$ cat src/core/brc_defines.vh
// constants for the buck rail control register bank
// Summary of operation
// - Bits 6:5 pick a GPIO whose rising level selects target voltage A and falling selects B.
// - A GPIO-select code of 00 leaves sequencer control, 01 picks GPIO1, 10 GPIO2, 11 GPIO13.
// - Bits 2:1 pick a GPIO whose rising level turns the buck on and falling turns it off.
// - Bit 3 is the enable state the sequencer writes into bit 0 when it runs.
// - Bit 0 switches the converter directly, 0 off and 1 on.
// - Bit 4 of the first core register closes the core rail switch when 1 and opens it when 0.
// - Bit 7 of the first core register is the switch state the sequencer applies to bit 4.
// - In dual-phase mode the second core register has no effect on any converter output, though it still reads back.
// - The switch charge pump runs always, or in auto mode starts before closing and stops after opening.
`ifndef BRC_DEFINES_VH
`define BRC_DEFINES_VH

// register indices; byte address is four times the index
`define BRC_IDX_CORE2     8'h20
`define BRC_IDX_CORE1     8'h21
`define BRC_IDX_PROC      8'h22
`define BRC_IDX_MODE      8'h30
`define BRC_IDX_STATUS    8'h31

// field positions inside a buck control register
`define BRC_BIT_ON        0
`define BRC_ENSEL_LO      1
`define BRC_ENSEL_HI      2
`define BRC_BIT_SEQ       3
`define BRC_BIT_SW        4
`define BRC_VSEL_LO       5
`define BRC_VSEL_HI       6
`define BRC_BIT_SW_SEQ    7

// gpio select codes
`define BRC_SEL_SEQ       2'h0
`define BRC_SEL_GPIO1     2'h1
`define BRC_SEL_GPIO2     2'h2
`define BRC_SEL_GPIO13    2'h3

// writable masks: reserved bits 7 and 4 read as zero except in the first core register
`define BRC_MASK_PLAIN    8'h6f
`define BRC_MASK_CORE1    8'hff
`define BRC_MASK_MODE     8'h03

// mode register fields
`define BRC_BIT_CP_AUTO   0
`define BRC_BIT_DUAL      1

// reset values
`define BRC_RST_CTRL      8'h00
`define BRC_RST_MODE      8'h00

`endif

$ cat src/core/brc_gpio_sync.v
// two-flop synchroniser and edge detector for the three control gpio pins
`timescale 1ns/10ps
module brc_gpio_sync (
	input  wire       pclk,
	input  wire       presetn,
	input  wire       ce,
	input  wire [2:0] gpio_in,
	output reg  [2:0] rise,
	output reg  [2:0] fall
);
	reg [2:0] meta_reg;
	reg [2:0] sync_reg;
	reg [2:0] last_reg;

	// first stage feeds only the second; edges are taken after the second stage
	always @(posedge pclk or negedge presetn) begin
		if (!presetn) begin
			meta_reg <= 3'h0;
			sync_reg <= 3'h0;
			last_reg <= 3'h0;
			rise     <= 3'h0;
			fall     <= 3'h0;
		end else if (ce) begin
			meta_reg <= gpio_in;
			sync_reg <= meta_reg;
			last_reg <= sync_reg;
			rise     <= sync_reg & ~last_reg;
			fall     <= ~sync_reg & last_reg;
		end
	end
endmodule

$ cat src/core/brc_rail_ctrl.v
// buck rail control register bank with apb slave, gpio and sequencer control
//
// The APB register port was decided locally.
`timescale 1ns/10ps
`include "brc_defines.vh"
module brc_rail_ctrl (
	input  wire        pclk,
	input  wire        presetn,
	input  wire        ce,
	input  wire        psel,
	input  wire        penable,
	input  wire        pwrite,
	input  wire [31:0] paddr,
	input  wire [31:0] pwdata,
	output reg  [31:0] prdata,
	output reg         pready,
	output reg         pslverr,
	input  wire        gpio1,
	input  wire        gpio2,
	input  wire        gpio13,
	input  wire        seq_run,
	output reg         core2_buck_on,
	output reg         core1_buck_on,
	output reg         processor_buck_on,
	output reg         core2_voltage_a,
	output reg         core1_voltage_a,
	output reg         processor_voltage_a,
	output reg         core_rail_switch,
	output reg         charge_pump_on
);
	reg  [7:0] core2_ctrl_reg;
	reg  [7:0] core1_ctrl_reg;
	reg  [7:0] proc_ctrl_reg;
	reg  [7:0] mode_reg;
	reg        core2_va_reg;
	reg        core1_va_reg;
	reg        proc_va_reg;
	reg  [7:0] core2_ctrl_next;
	reg  [7:0] core1_ctrl_next;
	reg  [7:0] proc_ctrl_next;
	reg  [7:0] rd_next;
	reg        hit_next;
	wire [2:0] g_rise;
	wire [2:0] g_fall;
	wire       setup_cyc;
	wire       access_done;
	wire       wr_en;
	wire [7:0] idx;
	wire       dual;
	wire       cp_auto;
	wire       sw_req;

	// gpio pins come from outside the clock domain
	brc_gpio_sync u_sync (
		.pclk    (pclk),
		.presetn (presetn),
		.ce      (ce),
		.gpio_in ({gpio13, gpio2, gpio1}),
		.rise    (g_rise),
		.fall    (g_fall)
	);

	// pick the edge of the gpio named by a select code; 00 picks none
	function pick;
		input [1:0] sel;
		input [2:0] ev;
		begin
			case (sel)
				`BRC_SEL_GPIO1:  pick = ev[0];
				`BRC_SEL_GPIO2:  pick = ev[1];
				`BRC_SEL_GPIO13: pick = ev[2];
				default:         pick = 1'b0;
			endcase
		end
	endfunction

	// next control register value: software write, then sequencer, then gpio edges
	function [7:0] rail_next;
		input [7:0] cur;
		input       wr;
		input [7:0] wdata;
		input [7:0] mask;
		input       seq;
		input       has_sw;
		input [2:0] rs;
		input [2:0] fl;
		reg   [7:0] n;
		reg   [1:0] es;
		begin
			n  = wr ? (wdata & mask) : cur;
			es = n[`BRC_ENSEL_HI:`BRC_ENSEL_LO];
			if (seq && es == `BRC_SEL_SEQ)
				n[`BRC_BIT_ON] = n[`BRC_BIT_SEQ];
			if (seq && has_sw)
				n[`BRC_BIT_SW] = n[`BRC_BIT_SW_SEQ];
			if (pick(es, rs))
				n[`BRC_BIT_ON] = 1'b1;
			if (pick(es, fl))
				n[`BRC_BIT_ON] = 1'b0;
			rail_next = n;
		end
	endfunction

	// voltage target: rising edge of the chosen gpio selects a, falling selects b
	function volt_next;
		input       cur;
		input [7:0] ctrl;
		input [2:0] rs;
		input [2:0] fl;
		begin
			volt_next = cur;
			if (pick(ctrl[`BRC_VSEL_HI:`BRC_VSEL_LO], rs))
				volt_next = 1'b1;
			if (pick(ctrl[`BRC_VSEL_HI:`BRC_VSEL_LO], fl))
				volt_next = 1'b0;
		end
	endfunction

	// bus decode; a refused write is masked out of wr_en, so an error access changes nothing
	// and the status word can never be overwritten by software
	assign setup_cyc   = psel & ~penable;
	assign access_done = psel & penable & pready;
	assign wr_en       = access_done & pwrite & ~pslverr;
	assign idx         = paddr[9:2];
	assign dual        = mode_reg[`BRC_BIT_DUAL];
	assign cp_auto     = mode_reg[`BRC_BIT_CP_AUTO];
	assign sw_req      = core1_ctrl_reg[`BRC_BIT_SW];

	// register next values; hardware events are applied after the write so they win
	always @* begin
		core2_ctrl_next = rail_next(core2_ctrl_reg, wr_en && idx == `BRC_IDX_CORE2,
			pwdata[7:0], `BRC_MASK_PLAIN, seq_run, 1'b0, g_rise, g_fall);
		core1_ctrl_next = rail_next(core1_ctrl_reg, wr_en && idx == `BRC_IDX_CORE1,
			pwdata[7:0], `BRC_MASK_CORE1, seq_run, 1'b1, g_rise, g_fall);
		proc_ctrl_next  = rail_next(proc_ctrl_reg, wr_en && idx == `BRC_IDX_PROC,
			pwdata[7:0], `BRC_MASK_PLAIN, seq_run, 1'b0, g_rise, g_fall);
	end

	// read decode; the address must be word aligned and inside the map
	always @* begin
		rd_next  = 8'h00;
		hit_next = (paddr[1:0] == 2'h0) && (paddr[31:10] == 22'h0);
		case (idx)
			`BRC_IDX_CORE2:  rd_next = core2_ctrl_reg;
			`BRC_IDX_CORE1:  rd_next = core1_ctrl_reg;
			`BRC_IDX_PROC:   rd_next = proc_ctrl_reg;
			`BRC_IDX_MODE:   rd_next = mode_reg;
			`BRC_IDX_STATUS: rd_next = {core_rail_switch, charge_pump_on,
				processor_voltage_a, core1_voltage_a, core2_voltage_a,
				processor_buck_on, core1_buck_on, core2_buck_on};
			default:         hit_next = 1'b0;
		endcase
	end

	// apb slave: answer is registered in the setup cycle, so no wait states
	always @(posedge pclk or negedge presetn) begin
		if (!presetn) begin
			pready  <= 1'b0;
			pslverr <= 1'b0;
			prdata  <= 32'h0000_0000;
		end else if (ce) begin
			pready <= setup_cyc;
			if (setup_cyc) begin
				pslverr <= ~hit_next | (pwrite & (idx == `BRC_IDX_STATUS));
				prdata  <= (pwrite | ~hit_next) ? 32'h0000_0000 : {24'h00_0000, rd_next};
			end else if (access_done) begin
				pslverr <= 1'b0;
				prdata  <= 32'h0000_0000;
			end
		end
	end

	// control registers; every gpio select resets to sequencer control
	always @(posedge pclk or negedge presetn) begin
		if (!presetn) begin
			core2_ctrl_reg <= `BRC_RST_CTRL;
			core1_ctrl_reg <= `BRC_RST_CTRL;
			proc_ctrl_reg  <= `BRC_RST_CTRL;
			mode_reg       <= `BRC_RST_MODE;
			core2_va_reg   <= 1'b0;
			core1_va_reg   <= 1'b0;
			proc_va_reg    <= 1'b0;
		end else if (ce) begin
			core2_ctrl_reg <= core2_ctrl_next;
			core1_ctrl_reg <= core1_ctrl_next;
			proc_ctrl_reg  <= proc_ctrl_next;
			if (wr_en && idx == `BRC_IDX_MODE)
				mode_reg <= pwdata[7:0] & `BRC_MASK_MODE;
			core2_va_reg <= volt_next(core2_va_reg, core2_ctrl_reg, g_rise, g_fall);
			core1_va_reg <= volt_next(core1_va_reg, core1_ctrl_reg, g_rise, g_fall);
			proc_va_reg  <= volt_next(proc_va_reg, proc_ctrl_reg, g_rise, g_fall);
		end
	end

	// converter outputs; in dual phase the second core phase just follows the first
	always @(posedge pclk or negedge presetn) begin
		if (!presetn) begin
			core2_buck_on       <= 1'b0;
			core1_buck_on       <= 1'b0;
			processor_buck_on   <= 1'b0;
			core2_voltage_a     <= 1'b0;
			core1_voltage_a     <= 1'b0;
			processor_voltage_a <= 1'b0;
		end else if (ce) begin
			core1_buck_on     <= core1_ctrl_reg[`BRC_BIT_ON];
			processor_buck_on <= proc_ctrl_reg[`BRC_BIT_ON];
			core2_buck_on     <= dual ? core1_ctrl_reg[`BRC_BIT_ON] :
				core2_ctrl_reg[`BRC_BIT_ON];
			core1_voltage_a     <= core1_va_reg;
			processor_voltage_a <= proc_va_reg;
			core2_voltage_a     <= dual ? core1_va_reg : core2_va_reg;
		end
	end

	// charge pump runs always, or in auto mode leads the switch closing and trails its opening by one cycle,
	// which keeps the switch gate from being driven without pump supply
	always @(posedge pclk or negedge presetn) begin
		if (!presetn) begin
			core_rail_switch <= 1'b0;
			charge_pump_on   <= 1'b1;
		end else if (ce) begin
			charge_pump_on   <= ~cp_auto | sw_req | core_rail_switch;
			core_rail_switch <= sw_req & charge_pump_on;
		end
	end
endmodule

$ cat config.mk
export PLATFORM = sky130hd
export DESIGN_NAME = brc_rail_ctrl
export DESIGN_NICKNAME = d
export VERILOG_FILES = /design/src/core/brc_gpio_sync.v /design/src/core/brc_rail_ctrl.v
export VERILOG_INCLUDE_DIRS = /design/src /design/src/core
export SDC_FILE = /design/constraint.sdc
export NUM_CORES = 1
export LEC_CHECK = 0
export BUFFER_PORTS_ARGS = -buffer_cell sky130_fd_sc_hd__buf_2
export CORE_MARGIN = 10
export CORE_UTILIZATION = 30
export DETAILED_ROUTE_END_ITERATION = 10
export GPL_ROUTABILITY_DRIVEN = 0
export GPL_TIMING_DRIVEN = 0
export HOLD_SLACK_MARGIN = 0.05
export MAX_ROUTING_LAYER = met4
export SKIP_CTS_REPAIR_TIMING = 1
export SYNTH_ARGS = -nofsm -noshare
export SYNTH_HDL_FRONTEND = slang
export SYNTH_SLANG_ARGS = --single-unit
$ cat constraint.sdc
create_clock -name pclk -period 3.15 [get_ports pclk]
set_input_delay 0.315 -clock pclk [delete_from_list [all_inputs] [get_ports pclk]]
set_output_delay 0.315 -clock pclk [all_outputs]
set_load 0.01 [all_outputs]
# Word level (Yosys, flattened, before mapping)
# Index checks and enable logic that the tools add are counted.
dict set report op_classes {
  n_eq_ne 23
  n_mux 46
  bitwise_logic 19
  n_reduce_logical 34
}
# operator count
set op_table {}
lappend op_table {{32-bit 2-to-1 mux} 2}
lappend op_table {{8-bit by 6-bit == test with 1-bit output, second input constant} 5}
lappend op_table {{8-bit case mux with 5 select lines} 1}
lappend op_table {{1-bit case mux with 3 select lines} 12}
lappend op_table {{1-bit 2-to-1 mux} 27}
lappend op_table {{2-bit == test, second input constant} 12}
lappend op_table {{2-bit AND reduction} 12}
lappend op_table {{22-bit logical NOT} 1}
lappend op_table {{8-bit 2-to-1 mux} 2}
lappend op_table {{2-bit by 1-bit == test with 1-bit output, second input constant} 6}
lappend op_table {{4-bit nonzero test} 3}
lappend op_table {{2-bit nonzero test} 5}
lappend op_table {{1-bit logical AND} 8}
lappend op_table {{2-bit logical NOT} 4}
lappend op_table {{4-bit 2-to-1 mux} 2}
lappend op_table {{1-bit AND} 7}
lappend op_table {{3-bit AND} 2}
lappend op_table {{3-bit NOT} 2}
lappend op_table {{5-bit OR reduction} 1}
lappend op_table {{1-bit NOT} 4}
lappend op_table {{1-bit OR} 4}
dict set report totals {
  regBits 82
  input_bits 74
  out_inout_bits 42
  wordCells 152
}

# Longest topological paths before layout
dict set report depth {
  word_depth 11
  ltp_mapped 7
  mapped_depth_nobuf 5
}

# Modules after synthesis
# From an unflattened synthesis, not the netlist that was laid out.
dict set report unflattened {
  hier_cells 322
  area_unflattened_um2 3480.8
}
# module n_inst cells_per_inst area_each_um2 seq_area_each_um2
set modules_own_cells {}
lappend modules_own_cells {brc_rail_ctrl 1 278 2860.2 1077.3}
lappend modules_own_cells {brc_gpio_sync 1 44 620.6 375.4}

# Worst setup path before layout
# Ideal clock, no wire load.
dict set report synth_timing {
  path_kind {input to register}
  start {input paddr[2]}
  end {register core2_ctrl_reg[0]}
  setup_ps 86
  t_arrival_ps 1808
  required_time_ps 3064
  setup_slack_ps 1256
  path_stages 6
  path_cell_list {nor4_4 and4_1 buf_6 mux2_2 a221o_1 a32oi_1}
}
dict set report synth_via {
  elab_chain_len 8
  word_cells_on_any_way 15
  cone_classes {4 x eq/ne; 6 x mux; 5 x reduce/logical}
}
# item line
set synth_rtl {}
lappend synth_rtl {{start: declaration} brc_rail_ctrl.v:13} ;# input wire [31:0] paddr,
lappend synth_rtl {{8-bit by 6-bit == test with 1-bit output (*)} n/a}
lappend synth_rtl {{1-bit logical AND (no source line) (*)} n/a}
lappend synth_rtl {{parallel branches: the longest is 6 deep, another holds 4-bit 2-to-1 mux} n/a}
lappend synth_rtl {{end signal: assignment} brc_rail_ctrl.v:176} ;# core2_ctrl_reg <= `BRC_RST_CTRL;
lappend synth_rtl {{end signal: assignment} brc_rail_ctrl.v:184} ;# core2_ctrl_reg <= core2_ctrl_next;
lappend synth_rtl {{end: declaration} brc_rail_ctrl.v:31} ;# reg [7:0] core2_ctrl_reg;
# Every way passes the cells marked *. The select of a mux whose other input is x is not followed.
# A chain may end at the register's enable or synchronous reset.

# Worst setup path in the final report
dict set report layout_timing {
  start {register pslverr}
  end {register proc_ctrl_reg[1]}
}
dict set report layout_via {
  elab_chain_len 4
}
# item line
set layout_rtl {}
lappend layout_rtl {{start: declaration} brc_rail_ctrl.v:17} ;# output reg pslverr,
lappend layout_rtl {{start signal: assignment} brc_rail_ctrl.v:164} ;# pslverr <= ~hit_next | (pwrite & (idx == `BRC_IDX_STATUS));
lappend layout_rtl {{1-bit NOT} brc_rail_ctrl.v:123} ;# assign wr_en = access_done & pwrite & ~pslverr;
lappend layout_rtl {{1-bit AND} brc_rail_ctrl.v:123}
lappend layout_rtl {{1-bit logical AND (no source line)} n/a}
lappend layout_rtl {{4-bit 2-to-1 mux} brc_rail_ctrl.v:90} ;# n = wr ? (wdata & mask) : cur;
lappend layout_rtl {{end signal: assignment} brc_rail_ctrl.v:178} ;# proc_ctrl_reg <= `BRC_RST_CTRL;
lappend layout_rtl {{end signal: assignment} brc_rail_ctrl.v:186} ;# proc_ctrl_reg <= proc_ctrl_next;
lappend layout_rtl {{end: declaration} brc_rail_ctrl.v:33} ;# reg [7:0] proc_ctrl_reg;
# Every way passes these cells. The select of a mux whose other input is x is not followed.

==> flow_metrics.py <==
metrics = {
    "power": {
        "p_per_area_nw_per_um2": 497,
        "pwr-share-seq": 0.390,
        "power_frac_comb": 0.125,
        "total_power_mw": 2.15,
        "power_frac_clock": 0.485,
        "p_sw_mw": 0.532,
        "p_sw_frac": 0.247,
        "p_leak_nw": 2.05,
        "p_int_mw": 1.62,
        "peakVddDrop_v": 0.000242,
    },
    "critical_path": {
        "start_kind": "register",
        "critical_path_class": "reg2reg",
        "worstPathArrival_ns": 2.26,
        "cpMaxStageDelayCell": "dfrtp_1",
        "critPathBufInv": 2,
        "cp_top_family": "simple AND/OR/NAND/NOR gates",
        "crit_top_cell": "clkbuf_1",
        "endpoint_kind": "register",
        "regToRegStartpoint": "pslverr",
        "worstPathCellList": "and3b_1, and2_0, clkbuf_1, and3_1, clkbuf_1, mux2_2",
        "max_stage_delay_ns": 0.39,
        "crit_path_max_fanout": 7,
        "crit_start": "pslverr",
        "crit_required_ns": 3.35,
    },
    "clocking": {
        "clk_pin_slew_ns": 0.05,
        "cts_tree": "built",
        "cts_sinks": 58,
        "cts.htree.levels": 3,
        "cts_inserted_buffers": 9,
        "cts_buffer_depth": 2,
        "root_buffer": "clkbuf_16",
        "clk_latency_ns": 0.32,
    },
    "detailed_routing": {
        "drc": 0,
        "wl_per_cell_um": 17.5,
        "via_per_inst": 5.12,
        "first_iter_violations": 328,
        "first_pass_iters": 5,
        "vias": 2986,
        "drtAntennaViolNets": 0,
        "wl_um": 10200,
    },
    "global_routing": {
        "grt_pass1_vias": 3005,
        "grtUsageTotal": 0.128,
        "gr-total-overflow": 0,
        "grt_start_max_net_pins": 59,
        "antenna_found_initial": 0,
        "grt_pass1_wl_um": 16200,
    },
    "flow_run": {
        "maxCapViolCount": 0,
    },
    "floorplan": {
        "num_rows": 38,
        "die_h_um": 127,
        "start_util": 0.311,
        "die_area_um2": 16100,
        "dieWidth_um": 127,
        "num_io_pins": 116,
        "fp.coreArea_um2": 11000,
    },
    "synthesis": {
        "synthCells": 340,
        "ys_top_cells_by_area": "dfrtp_1, mux2_2, buf_4, a22o_1, nand2_1",
        "synth_area_um2": 3420,
        "synth_area_leader_cell": "dfrtp_1",
        "ys_ff_latch": 58,
        "ys_seq_area_frac": 0.425,
        "ys_warn_count": 0,
        "synth_top_area_frac": 0.417,
        "ys_types": 49,
        "syn_avg_cell_area_um2": 10.1,
    },
    "cells_and_area": {
        "layout.cells.non_filler": 583,
        "area_delta_synth_final_pct": 26.5,
        "fin_util": 0.394,
        "regArea_um2": 1450,
        "final_cell_area_um2": 4320,
        "multi_input_area_um2": 1760,
        "nFillCells": 1096,
        "fin_nets": 512,
        "final_cell_mix": "buf_2, dfrtp_1, nand2_1",
        "num_antenna_cells": 0,
        "final_common_cell": "buf_2",
        "drive_above_1_share": 0.321,
    },
    "timing": {
        "hold_ws_ns": 0.0439,
        "tightestPinTransition_ns": 0.728,
        "fin_crit_sh": 0.652,
        "fmax_mhz": 487,
        "setup_tns_ns": 0,
        "setup_viol": 0,
        "setup_ws_ns": 1.10,
        "hold_violations": 0,
        "period_minus_slack_ns": 2.05,
        "grt_setup_unrepaired": "no",
        "clock_skew_ns": 0.00580,
        "maxSlewViolCount": 0,
        "slew_headroom": 0.515,
    },
    "placed_design": {
        "dpl.hpwl_um": 7720,
        "placed_area_um2": 4000,
        "place_inst": 567,
        "io_buffers": 64,
        "place_ws_ns": 0.843,
    },
    "worst_hold_path": {
        "holdCritPathClass": "in2async",
    },
    "status": {
        "status": "complete, no violations",
    },
}
[Yosys cell counts (all sizes together)]
library cell  number
nor3b              6
nor2               5
and2               4
o22ai              2
nor4               7
a22o              18
a22oi              5
nor3               3
o21ai             22
nand3b             6
o21a               1
mux2i             10
a21oi             19
or3                2
conb               1
dfrtp             57
and3               8
nand3              7
nor4b              4
a221oi             2
o211ai             6
a21o               2
nand2             37
dfstp              1
nand4b             1
nor2b              7
nand4              2
a211oi             2
a221o              4
o32ai              1
and4               2
a32oi              1
and3b              1
inv               10
mux2              29
a32o               1
mux4               1
clkbuf            13
nand2b             1
buf               29
[cell families after synthesis]
group / synth area share
mux: 0.131
flops: 0.425
other cells: 0.00110
simple gates: 0.187
buf+inv: 0.0860
compound gates: 0.170
[metal layers]
| metal | up-vias | share of wire | global-route usage |
|---|---|---|---|
| met5 | - | 0 | - |
| met4 | 0 | 0.014 | 0.0388 |
| met3 | 12 | 0.095 | 0.0500 |
| met2 | 138 | 0.45 | 0.191 |
| met1 | 1433 | 0.44 | 0.157 |
| li1 | 1403 | - | - |
[worst register-to-register path, cell delays in order, from the launching register on]
cell      delay, ns
dfrtp_1        0.39
and3b_1        0.32
and2_0         0.15
clkbuf_1       0.24
and3_1         0.20
clkbuf_1       0.27
mux2_2         0.37
[worst paths after layout]
path / slack, ns / cells past startpoint / to
setup / recovery: 1.10 / 6 / proc_ctrl_reg[1]
hold / removal: 0.04 / 1 / prdata[7]
setup reg to reg: 1.10 / 6 / proc_ctrl_reg[1]
hold reg to reg: 0.50 / 1 / prdata[2]
max in group asynchronous: 2.61 / 1 / core2_ctrl_reg[3]
min in group pclk: 0.22 / 2 / u_sync.meta_reg[0]
[power groups by stage]
stage	logic (mW)	registers [mW]	clock network [mW]
floorplan	0.158	0.838	0
global placement	0.261	0.846	0
detailed placement	0.266	0.849	0
CTS	0.266	0.837	1.06
global route	0.297	0.843	1.09
finish	0.269	0.838	1.04
[cell type report]
class | count | area share
Clock inverter | 5 | 0.0179
Buffer | 42 | 0.0593
Inverter | 10 | 0.00868
Clock buffer | 11 | 0.0562
Timing Repair Buffer | 64 | 0.0747
Tap cell | 140 | 0.0405
Multi-Input combinational cell | 253 | 0.407
Sequential cell | 58 | 0.336
Power figures use the tool's default switching activity.
